### config.mk
export PLATFORM = sky130hd
export DESIGN_NAME = ppc_port_control
export DESIGN_NICKNAME = d
export VERILOG_FILES = /design/src/ppc_pkg.sv /design/src/ppc_wait_counter.sv /design/src/ppc_port_control.sv
export SDC_FILE = /design/constraint.sdc
export NUM_CORES = 1
export LEC_CHECK = 0
export ABC_AREA = 1
export CAP_MARGIN = 20
export CORE_MARGIN = 2
export CORE_UTILIZATION = 25
export CTS_CLUSTER_SIZE = 16
export DETAILED_ROUTE_END_ITERATION = 10
export DONT_BUFFER_PORTS = 1
export GPL_ROUTABILITY_DRIVEN = 0
export PLACE_DENSITY_LB_ADDON = 0.12
export REMOVE_ABC_BUFFERS = 1
export SLEW_MARGIN = 0
export SYNTH_ARGS = -nofsm -noshare
export SYNTH_HDL_FRONTEND = slang
export SYNTH_SLANG_ARGS = --single-unit
### constraint.sdc
create_clock -name clock -period 2.8 [get_ports clock]
set_clock_uncertainty 0.15 [all_clocks]
set_input_delay 0.56 -clock clock [delete_from_list [all_inputs] [get_ports clock]]
set_output_delay 0.56 -clock clock [all_outputs]
set_load 0.01 [all_outputs]
### src/ppc_pkg.sv
// Purpose: shared constants and types of the parallel port control block
// Assumes: 8-bit registers on a plain strobe port
// Notes: offsets are the printed register offsets
package ppc_pkg;
  localparam logic [11:0] PPC_OFS_TIMING  = 12'hf5c;
  localparam logic [11:0] PPC_OFS_MODE    = 12'hf5d;
  localparam logic [11:0] PPC_OFS_POLAR   = 12'hf5e;
  localparam logic [11:0] PPC_OFS_MAIN    = 12'hf5f;
  localparam logic [11:0] PPC_OFS_ADDRL   = 12'hf60;
  localparam logic [11:0] PPC_OFS_ADDRH   = 12'hf61;
  localparam logic [11:0] PPC_OFS_DATAL   = 12'hf62;
  localparam logic [11:0] PPC_OFS_DATAH   = 12'hf63;
  localparam logic [7:0]  PPC_RST_REG     = 8'h00;
  // main control bit positions
  localparam int PPC_B_PORT_ON    = 7;
  localparam int PPC_B_MUX_HI     = 4;
  localparam int PPC_B_MUX_LO     = 3;
  localparam int PPC_B_BE_PIN     = 2;
  localparam int PPC_B_WR_PIN     = 1;
  localparam int PPC_B_RD_PIN     = 0;
  // polarity bit positions
  localparam int PPC_B_CSF_HI     = 7;
  localparam int PPC_B_CSF_LO     = 6;
  localparam int PPC_B_LATCH_POL  = 5;
  localparam int PPC_B_CS_POL     = 3;
  localparam int PPC_B_BE_POL     = 2;
  localparam int PPC_B_WR_POL     = 1;
  localparam int PPC_B_RD_POL     = 0;
  // mode bit positions
  localparam int PPC_B_BUSY       = 7;
  localparam int PPC_B_IRQ_HI     = 6;
  localparam int PPC_B_INC_HI     = 4;
  localparam int PPC_B_WIDTH16    = 2;
  localparam int PPC_B_MODE_HI    = 1;
  // timing bit positions
  localparam int PPC_B_SETUP_HI   = 7;
  localparam int PPC_B_STROBE_HI  = 5;
  localparam int PPC_B_HOLD_HI    = 1;
  // one instruction cycle at 10 MHz is one clock
  localparam int PPC_TCY_NS       = 100;
  localparam int PPC_CLK_NS       = 100;
  localparam logic [4:0] PPC_TCY_CYC = 5'(PPC_TCY_NS / PPC_CLK_NS);

  typedef enum logic [1:0] {
    PPC_MUX_NONE, PPC_MUX_LOW, PPC_MUX_FULL, PPC_MUX_RSVD
  } ppc_mux_t;
  typedef enum logic [1:0] {
    PPC_MODE_LEGACY, PPC_MODE_ADDR_SLAVE, PPC_MODE_MASTER2, PPC_MODE_MASTER1
  } ppc_mode_t;
  localparam logic [1:0] PPC_CSF_ON    = 2'h2;
  localparam logic [1:0] PPC_IRQ_BUFF3 = 2'h3;
  localparam logic [1:0] PPC_IRQ_STALL = 2'h2;
  localparam logic [1:0] PPC_IRQ_END   = 2'h1;
  localparam logic [1:0] PPC_INC_UP    = 2'h1;
  localparam logic [1:0] PPC_INC_DOWN  = 2'h2;
  localparam logic [1:0] PPC_INC_BUF   = 2'h3;

  typedef struct packed {
    logic [7:0] addr;
    logic [7:0] dataOut;
    logic       dataOe;
    logic       latchLow;
    logic       latchHigh;
    logic       chipSelect;
    logic       byteEnable;
    logic       readStrobe;
    logic       writeStrobe;
  } ppc_pins_t;
endpackage

### src/ppc_wait_counter.sv
// Purpose: loadable down counter for wait phases
// Assumes: load and run never meet an idle counter
// Notes: done is high in the last cycle of the loaded count
`timescale 1ns/1ps
module ppc_wait_counter #(
  parameter int W = 5
) (
  input  wire logic         clock,
  input  wire logic         srst,
  input  wire logic         load,
  input  wire logic [W-1:0] count,
  output logic              done
);
  logic [W-1:0] cnt_reg;
  logic         run_reg;
  wire          lastTick = run_reg && (cnt_reg == W'(1));

  // not registered: a count of n must hold a phase for exactly n clocks
  assign done = lastTick;

  always_ff @(posedge clock) begin
    if (srst) begin
      cnt_reg <= '0;
      run_reg <= 1'b0;
    end else begin
      if (load) begin
        cnt_reg <= count;
        run_reg <= 1'b1;
      end else if (lastTick) begin
        run_reg <= 1'b0;
      end else if (run_reg) begin
        cnt_reg <= cnt_reg - W'(1);
      end
    end
  end
endmodule // ppc_wait_counter

### src/ppc_port_control.sv
// Purpose: control, mode and master timing of an 8-bit parallel port
// Assumes: one clock per instruction cycle, external master keeps slave
//          protocol in slave modes
// Notes: pin enables gate the strobe pins; reads of data start a cycle
`timescale 1ns/1ps
module ppc_port_control
  import ppc_pkg::*;
(
  input  wire logic        clock,
  input  wire logic        srst,
  input  wire logic [11:0] regAddr,
  input  wire logic [7:0]  regWrData,
  input  wire logic        regWrite,
  input  wire logic        regRead,
  output logic      [7:0]  regRdData,
  input  wire logic [7:0]  dataIn,
  input  wire logic        slaveAccess,
  input  wire logic [1:0]  slaveAddr,
  input  wire logic        slaveBufThree,
  output ppc_pins_t        pins,
  output logic             irqPulse,
  output logic             cpuStall
);
  typedef enum logic [2:0] {
    ST_IDLE, ST_ADDR_LO, ST_ADDR_HI, ST_SETUP, ST_STROBE, ST_HOLD
  } ppc_state_t;

  logic [7:0]  timing_reg, mode_reg, polar_reg, main_reg;
  logic [15:0] addr_reg, addr_next, data_reg;
  logic        busy_reg, second_reg, isRead_reg;
  ppc_state_t  state_reg, state_next;
  ppc_pins_t   pins_next;
  logic        cntLoad;
  logic [4:0]  cntValue;
  logic        cntDone;

  wire portOn     = main_reg[PPC_B_PORT_ON];
  wire ppc_mux_t muxSel = ppc_mux_t'(main_reg[PPC_B_MUX_HI:PPC_B_MUX_LO]);
  wire ppc_mode_t mode  = ppc_mode_t'(mode_reg[PPC_B_MODE_HI -: 2]);
  wire isMaster   = (mode == PPC_MODE_MASTER1) || (mode == PPC_MODE_MASTER2);
  wire [1:0] chip_select_function  = polar_reg[PPC_B_CSF_HI:PPC_B_CSF_LO];
  wire csOn       = (chip_select_function == PPC_CSF_ON);
  wire [1:0] irqMode = mode_reg[PPC_B_IRQ_HI -: 2];
  wire [1:0] incMode = mode_reg[PPC_B_INC_HI -: 2];
  wire wide       = mode_reg[PPC_B_WIDTH16];
  wire [3:0] strobeWait = timing_reg[PPC_B_STROBE_HI -: 4];
  wire fastOp     = (strobeWait == 4'h0);
  wire [4:0] setupCyc = 5'(timing_reg[PPC_B_SETUP_HI -: 2]) + 5'h1;
  wire [4:0] holdCyc  = 5'(timing_reg[PPC_B_HOLD_HI -: 2]) + 5'h1;
  wire [4:0] strobeCyc = 5'(strobeWait) + PPC_TCY_CYC;

  wire selTiming = regAddr == PPC_OFS_TIMING;
  wire selMode   = regAddr == PPC_OFS_MODE;
  wire selPolar  = regAddr == PPC_OFS_POLAR;
  wire selMain   = regAddr == PPC_OFS_MAIN;
  wire selAddrL  = regAddr == PPC_OFS_ADDRL;
  wire selAddrH  = regAddr == PPC_OFS_ADDRH;
  wire selDataL  = regAddr == PPC_OFS_DATAL;
  wire selDataH  = regAddr == PPC_OFS_DATAH;
  // a data access starts a transfer; high byte with width bit, low otherwise
  wire dataHit   = wide ? selDataH : selDataL;
  wire startXfer = portOn && isMaster && !busy_reg &&
                   (regWrite || regRead) && dataHit;
  wire cfgWrite  = regWrite && !busy_reg;

  wire [7:0] rdMux =
    selTiming ? timing_reg :
    selMode   ? {busy_reg, mode_reg[6:0]} :
    selPolar  ? {polar_reg[7:5], 1'b0, polar_reg[3:0]} :
    selMain   ? {main_reg[7], 2'b00, main_reg[4:0]} :
    selAddrL  ? addr_reg[7:0] :
    selAddrH  ? addr_reg[15:8] :
    selDataL  ? data_reg[7:0] :
    selDataH  ? data_reg[15:8] : 8'h00;

  // address step skips bit 14, which doubles as chip select
  wire [14:0] addrPacked = {addr_reg[15], addr_reg[13:0]};
  wire [14:0] addrUp     = addrPacked + 15'h1;
  wire [14:0] addrDown   = addrPacked - 15'h1;
  wire lastByte = !wide || second_reg;
  wire cycleEnd = busy_reg && lastByte &&
                  ((state_reg == ST_HOLD && cntDone) ||
                   (state_reg == ST_STROBE && fastOp && cntDone));

  always_comb begin
    addr_next = addr_reg;
    if (cycleEnd && incMode == PPC_INC_UP) begin
      addr_next = {addrUp[14], addr_reg[14], addrUp[13:0]};
    end else if (cycleEnd && incMode == PPC_INC_DOWN) begin
      addr_next = {addrDown[14], addr_reg[14], addrDown[13:0]};
    end
  end

  // sequence of one byte transfer
  always_comb begin
    state_next = state_reg;
    cntLoad    = 1'b0;
    cntValue   = PPC_TCY_CYC;
    case (state_reg)
      ST_IDLE: begin
        if (startXfer || (busy_reg && second_reg)) begin
          cntLoad = 1'b1;
          if (fastOp) begin
            state_next = ST_STROBE;
          end else if (muxSel == PPC_MUX_FULL || muxSel == PPC_MUX_LOW) begin
            state_next = ST_ADDR_LO;
            cntValue   = setupCyc;
          end else begin
            state_next = ST_SETUP;
            cntValue   = setupCyc;
          end
        end
      end
      ST_ADDR_LO: if (cntDone) begin
        cntLoad    = 1'b1;
        cntValue   = setupCyc;
        state_next = (muxSel == PPC_MUX_FULL) ? ST_ADDR_HI : ST_SETUP;
      end
      ST_ADDR_HI: if (cntDone) begin
        cntLoad    = 1'b1;
        cntValue   = setupCyc;
        state_next = ST_SETUP;
      end
      ST_SETUP: if (cntDone) begin
        cntLoad    = 1'b1;
        cntValue   = strobeCyc;
        state_next = ST_STROBE;
      end
      ST_STROBE: if (cntDone) begin
        cntLoad    = !fastOp;
        cntValue   = holdCyc;
        state_next = fastOp ? ST_IDLE : ST_HOLD;
      end
      ST_HOLD: if (cntDone) begin
        state_next = ST_IDLE;
      end
      default: state_next = ST_IDLE;
    endcase
    if (!portOn) begin
      state_next = ST_IDLE;
      cntLoad    = 1'b0;
    end
  end

  // done falls in the last cycle, so phase lengths carry no extra clock
  ppc_wait_counter #(.W(5)) i_ppc_wait_counter (
    .clock (clock),
    .srst  (srst),
    .load  (cntLoad),
    .count (cntValue),
    .done  (cntDone)
  );

  // pin drive; active levels come from the polarity bits
  wire inLo   = state_reg == ST_ADDR_LO;
  wire inHi   = state_reg == ST_ADDR_HI;
  wire inStb  = state_reg == ST_STROBE;
  wire active = busy_reg && state_reg != ST_IDLE;
  wire sendHigh = wide && !second_reg;
  wire [7:0] curByte = sendHigh ? data_reg[15:8] : data_reg[7:0];
  wire latchPol = polar_reg[PPC_B_LATCH_POL];
  // latch pins double as address lines when not multiplexed
  wire latchUsed = muxSel != PPC_MUX_NONE;
  wire csLevel   = addr_reg[14] && active;
  wire beLevel   = sendHigh ? 1'b0 : 1'b1;
  wire m1        = mode == PPC_MODE_MASTER1;
  wire rdLevel   = m1 ? (active && isRead_reg) : (inStb && isRead_reg);
  wire wrLevel   = m1 ? inStb : (inStb && !isRead_reg);

  always_comb begin
    pins_next = '0;
    pins_next.readStrobe  = ~polar_reg[PPC_B_RD_POL];
    pins_next.writeStrobe = ~polar_reg[PPC_B_WR_POL];
    pins_next.latchLow    = ~latchPol;
    pins_next.latchHigh   = ~latchPol;
    pins_next.chipSelect  = ~polar_reg[PPC_B_CS_POL];
    pins_next.byteEnable  = ~polar_reg[PPC_B_BE_POL];
    if (portOn && isMaster) begin
      pins_next.addr = addr_reg[7:0];
      if (latchUsed) begin
        pins_next.latchLow  = inLo ~^ latchPol;
        pins_next.latchHigh = inHi ~^ latchPol;
      end else begin
        pins_next.latchLow  = addr_reg[0];
        pins_next.latchHigh = addr_reg[1];
      end
      if (csOn) begin
        pins_next.chipSelect = csLevel ~^ polar_reg[PPC_B_CS_POL];
      end else begin
        pins_next.chipSelect = addr_reg[14];
      end
      if (main_reg[PPC_B_BE_PIN]) begin
        pins_next.byteEnable = (active && beLevel) ~^ polar_reg[PPC_B_BE_POL];
      end
      if (main_reg[PPC_B_RD_PIN]) begin
        pins_next.readStrobe = rdLevel ~^ polar_reg[PPC_B_RD_POL];
      end
      if (main_reg[PPC_B_WR_PIN]) begin
        pins_next.writeStrobe = wrLevel ~^ polar_reg[PPC_B_WR_POL];
      end
      if (inLo) begin
        pins_next.dataOut = addr_reg[7:0];
        pins_next.dataOe  = 1'b1;
      end else if (inHi) begin
        pins_next.dataOut = addr_reg[15:8];
        pins_next.dataOe  = 1'b1;
      end else if (active && !isRead_reg && !inLo && !inHi) begin
        pins_next.dataOut = curByte;
        pins_next.dataOe  = 1'b1;
      end
    end
  end

  // slave modes: the external master owns the strobes
  wire slaveIrq = portOn && !isMaster && slaveAccess &&
                  irqMode == PPC_IRQ_BUFF3 &&
                  ((mode == PPC_MODE_ADDR_SLAVE && slaveAddr == 2'h3) ||
                   slaveBufThree);
  wire byteDone = busy_reg && (state_next == ST_IDLE) && state_reg != ST_IDLE;

  always_ff @(posedge clock) begin
    if (srst) begin
      timing_reg <= PPC_RST_REG;
      mode_reg   <= PPC_RST_REG;
      polar_reg  <= PPC_RST_REG;
      main_reg   <= PPC_RST_REG;
      addr_reg   <= 16'h0000;
      data_reg   <= 16'h0000;
      busy_reg   <= 1'b0;
      second_reg <= 1'b0;
      isRead_reg <= 1'b0;
      state_reg  <= ST_IDLE;
      pins       <= '0;
      regRdData  <= 8'h00;
      irqPulse   <= 1'b0;
      cpuStall   <= 1'b0;
    end else begin
      state_reg <= state_next;
      pins      <= pins_next;
      regRdData <= regRead ? rdMux : 8'h00;
      addr_reg  <= addr_next;
      if (cfgWrite && selTiming) timing_reg <= regWrData;
      if (cfgWrite && selMode)   mode_reg   <= {1'b0, regWrData[6:0]};
      if (cfgWrite && selPolar)  polar_reg  <= {regWrData[7:5], 1'b0,
                                                regWrData[3:0]};
      if (cfgWrite && selMain)   main_reg   <= {regWrData[7], 2'b00,
                                                regWrData[4:0]};
      if (cfgWrite && selAddrL)  addr_reg[7:0]  <= regWrData;
      if (cfgWrite && selAddrH)  addr_reg[15:8] <= regWrData;
      if (cfgWrite && selDataL)  data_reg[7:0]  <= regWrData;
      if (cfgWrite && selDataH)  data_reg[15:8] <= regWrData;
      // read data lands at the strobe's end
      if (inStb && isRead_reg && cntDone) begin
        if (sendHigh) data_reg[15:8] <= dataIn;
        else          data_reg[7:0]  <= dataIn;
      end
      if (startXfer) begin
        busy_reg   <= 1'b1;
        isRead_reg <= regRead;
        second_reg <= 1'b0;
      end else if (!portOn || cycleEnd) begin
        busy_reg   <= 1'b0;
        second_reg <= 1'b0;
      end else if (byteDone && wide) begin
        second_reg <= 1'b1;
      end
      irqPulse <= slaveIrq || (cycleEnd && irqMode == PPC_IRQ_END);
      cpuStall <= (startXfer || (busy_reg && !cycleEnd)) &&
                  irqMode == PPC_IRQ_STALL;
    end
  end
endmodule // ppc_port_control

==> summary by stage <==
Logic synthesis
The number of warnings issued by yosys is 0. The share of synthesized area occupied by flip-flops and latches is 0.342. In the synthesized netlist the dominant register cell turns out to be dfxtp_1. The share of synthesized flip-flops with an asynchronous set or reset is 0.

The fraction of synthesized cell area taken by the top area cell type is 0.342. The number of different library cells used by synthesis comes to 48. The cell type contributing the most total cell area after synthesis is dfxtp_1. In this run, synthesis produced a sequential element count of around 110.

The largest family of logic cells by synthesized area is compound AO/OA/AOI/OAI gates. The xor-xnor portion of the synthesized cell area is 0.0214. In this run, synthesis inferred 0 flip-flops with an integrated enable. The mean area per synthesized cell is 7.09 um2. Synthesis produced around 870 cells. The compound-gate portion of the synthesized area came to 0.255. The area fraction in and, or, nand and nor cells after synthesis is 0.231.

Yosys attributes the largest share of cell area to dfxtp_1, a21oi_1, nand2_1, o21ai_0, inv_1. Of the total synthesized cell area, the portion taken by full adders, half adders and majority gates is 0.0521. The multiplexer share of the synthesized area is 0. Summing every instance area after synthesis gives 6150 um2.

Finish
From synthesis to final layout, the design area changed by 23.5%. The number of flip-flops in the largest register is 23. 0 antenna diodes ended up in the layout.

In the final layout, the share of cells above drive strength 1 is 0.220. In the final design database the tool counted 993 nets.

Flow run
The tool flagged a number of max-cap violations equal to 0.

Route
The DRC violation count after routing is 0. The routed wire length per instance is around 18 um. After the first detailed-routing iteration, the DRC count stood at roughly 300. The number of vias per cell after detailed routing is between 4 and 5. The routed layout has 5,920 vias. The count of nets left with antenna violations once routing finished came out at 0. The first TritonRoute pass finished after 4 iterations. The final layout contains routed wiring with a total length of roughly 23,000 um.

Worst setup path
The peak per-stage delay on the critical path is 330 ps. By instance count, the cell type seen most on the critical path is nand2_2. The required time at the worst-slack endpoint is just under 3000 ps. The worst setup path is of the flip-flop to flip-flop kind. The largest driver fanout on the critical path is 7. The signal on the critical path passes through inv_2, ha_4, nand2_2, nor3_4, nand2_2, nor3_2, nand2_2, nor2_4, clkinv_4, ha_4, nand2_2, o21ai_2, nand2_1, nand2_2, a21o_1, buf_6, o21ai_2, a21oi_2, nor2_1, nor2_1. The worst-path cell with the longest stage delay is dfxtp_2. The arrival time of data at the critical path endpoint is 3050 ps.

The worst setup path is captured at a flip-flop. The worst setup path is launched from a flip-flop.

Floorplan
For this configuration, the core starts out at a cell density of 0.253. 69 I/O pins were placed. The area enclosed by the die boundary is roughly 26,000 um2. The floorplan has 57 rows. The die width is 161 um.

The placeable core region is approximately 24,000 um2. The vertical extent of the die is about 160 um.

Clocking
The clock tree synthesis step divided the H-tree into 3 levels. The buffer type at the clock tree root is clkbuf_16. Clock latency on the worst-skew pair, taken at its later pin, is between 300 and 400 ps. For this design, the sink count on the clock tree is ~110. Clock tree synthesis inserted a total of 9 buffers. The number of buffers on the longest clock path is 2.

The clock input transition at the sequential cells of the worst setup and hold paths is ~80 ps. The TritonCTS clock tree is yes.

Outcome
The run finished, with violations left. The final reports fail on negative setup slack.

Timing
The final number of setup-violating endpoints is 8. The final hold violation count came to 0. In the final timing run, aggregate negative setup slack is -348 ps.

Based on the critical path, the design can be clocked at up to 0.345 GHz. After layout, the worst setup slack is -95.9 ps. The minimum clock period after layout is around 2900 ps. The transition time of the tightest slew-check pin is about 650 ps.

Of the available clock period, the critical path in the final layout requires 1.03. Headroom to the max-slew limit came out at 0.566. Setup repair after global routing could not meet its margin everywhere. The number of pins exceeding their max-slew limit in the final report is 0.

Place
At the placement stage, the worst setup path has a slack of -280 ps. Summed over all nets, the half-perimeter wirelength after detailed placement is 17,500 um. The count of input and output buffers is 0.

Worst hold path
The type of the worst min-delay path is input pin to flip-flop.

GRT
The initial antenna violation count came to 0. The first global-routing pass estimated approximately 35,000 um of wire. The largest net degree at the start of global routing is between 40 and 50. The number of global-route vias before repair was ~5.8k. For this run, the total global-route usage over all layers was measured as 0.176. The aggregate global routing overflow is 0.

Power
The leakage power summed over all cells is between 3 and 4 nW. Power spread over the standard cell area amounts to between 300 and 400 nW/um2. The internal power of the cells totals between 2 and 2.5 mW. IR analysis of the VDD net gives a maximum drop of about 190 uV. The sequential share of power is 0.499. The relative contribution of combinational cells to total power is 0.025.

Of the total power, the clock network draws 0.476. The proportion of total power due to net switching is 0.254. The switching power of the nets is 0.765 mW.
[metrics by stage]
step	std cells	util	cell area, um2	hold slack (ps)	power (mW)
after floorplan	841	-	6010	289	1.58
after CTS	1255	0.305	7390	107	3.05
after global placement	1239	0.288	6970	306	1.61
final	1261	0.313	7590	116	3.01
after detailed placement	1239	0.288	6970	329	1.61
after global routing	1261	0.313	7590	105	3.11
[critical path, delay by kind of cell (launching register included)]
kind                     cells  cell delay [ps]
flip-flops                   1              330
AND/OR/NAND/NOR             11             1060
buffers and inverters        3              310
AO/OA/AOI/OAI                4              540
adder cells (fa/ha/maj)      2              440
[cell usage after synthesis, types with 3 or more instances]
cell type and number:
nor2_1 71, nor3_2 9, buf_4 3, dfxtp_1 105
o21ai_1 13, xnor2_1 5, buf_2 8, nor2_4 5
a21oi_1 105, xor2_1 10, nor2_2 9, inv_2 20
o221ai_1 4, o21ai_2 3, nand2_1 134, nor3_1 6
o21ai_0 80, a221oi_2 3, o22ai_1 6, clkbuf_1 12
a21o_1 3, nand3_1 29, inv_1 105, o211ai_1 9
a211oi_1 18, nand4_1 7, a31oi_1 21, ha_1 24
nand2_2 11, nand2_4 4
[power groups by stage]
stage / sequential, mW / combinational (mW) / clock (mW)
3_3_place_gp: 1.54 / 0.0766 / 0
3_5_place_dp: 1.54 / 0.0760 / 0
6_report: 1.50 / 0.0753 / 1.43
5_1_grt: 1.50 / 0.0826 / 1.52
2_1_floorplan: 1.54 / 0.0449 / 0
4_1_cts: 1.50 / 0.0765 / 1.47
[layout by cell type, fill, tap and decap left out, types with 7 or more instances in the layout]
master     Yosys  layout
inv_1        105     101
ha_4           0       9
nand2_2       11      17
nor3_2         9      10
xor2_1        10       9
a31oi_1       21      21
o21ai_0       80      73
nand2_1      134     128
a21oi_1      105      96
dfxtp_1      105     103
clkbuf_16      0       9
o211ai_1       9       9
inv_2         20      23
ha_1          24      15
nand3_1       29      28
nand4_1        7       7
nor2_2         9       9
buf_4          3      75
o21ai_1       13      17
a211oi_1      18      18
a21oi_2        1       9
nor2_1        71      70
[final timing paths]
check	startpoint	end	slack [ps]	cells past startpoint
min reg2reg	second_reg	second_reg	340	2
min	srst	busy_reg	120	1
max reg2reg	i_ppc_wait_counter.cnt_reg[1]	addr_reg[9]	-100	20
max	i_ppc_wait_counter.cnt_reg[1]	addr_reg[9]	-100	20
[final cells by class]
cell class	instances	area (um2)
clock buffer	9	225
clock inverter	7	105
fill	2724	16700
inverter	126	478
multi-input combinational	610	3660
sequential	105	2100
tap	324	405
timing repair buffer	79	608
timing repair inverter	1	6.26
[kinds of logic (layout without fill, tap and decap cells)]
family          count (synthesis)  in the layout
xor+xnor                       15             15
flops                         105            105
simple gates                  296            296
compound gates                274            274
buf+inv                       152            222
fa+ha+maj                      25             25
[metal layers]
metal | up-vias | global-route usage | part of all wire
met5 | - | 0 | 0
met4 | 0 | 0.0390 | 0.013
met3 | 15 | 0.0292 | 0.037
met2 | 110 | 0.278 | 0.44
met1 | 2739 | 0.253 | 0.51
li1 | 3056 | - | -
[timing repair]
action / in CTS / in global routing
endpoints found under the setup margin: 11 / 11
pin swaps: 4 / 16
setup buffers: 0 / 6
gates cloned: 0 / 1
resized for setup: 19 / 40
hold buffers: 0 / 0
Power figures use the tool's default switching activity.
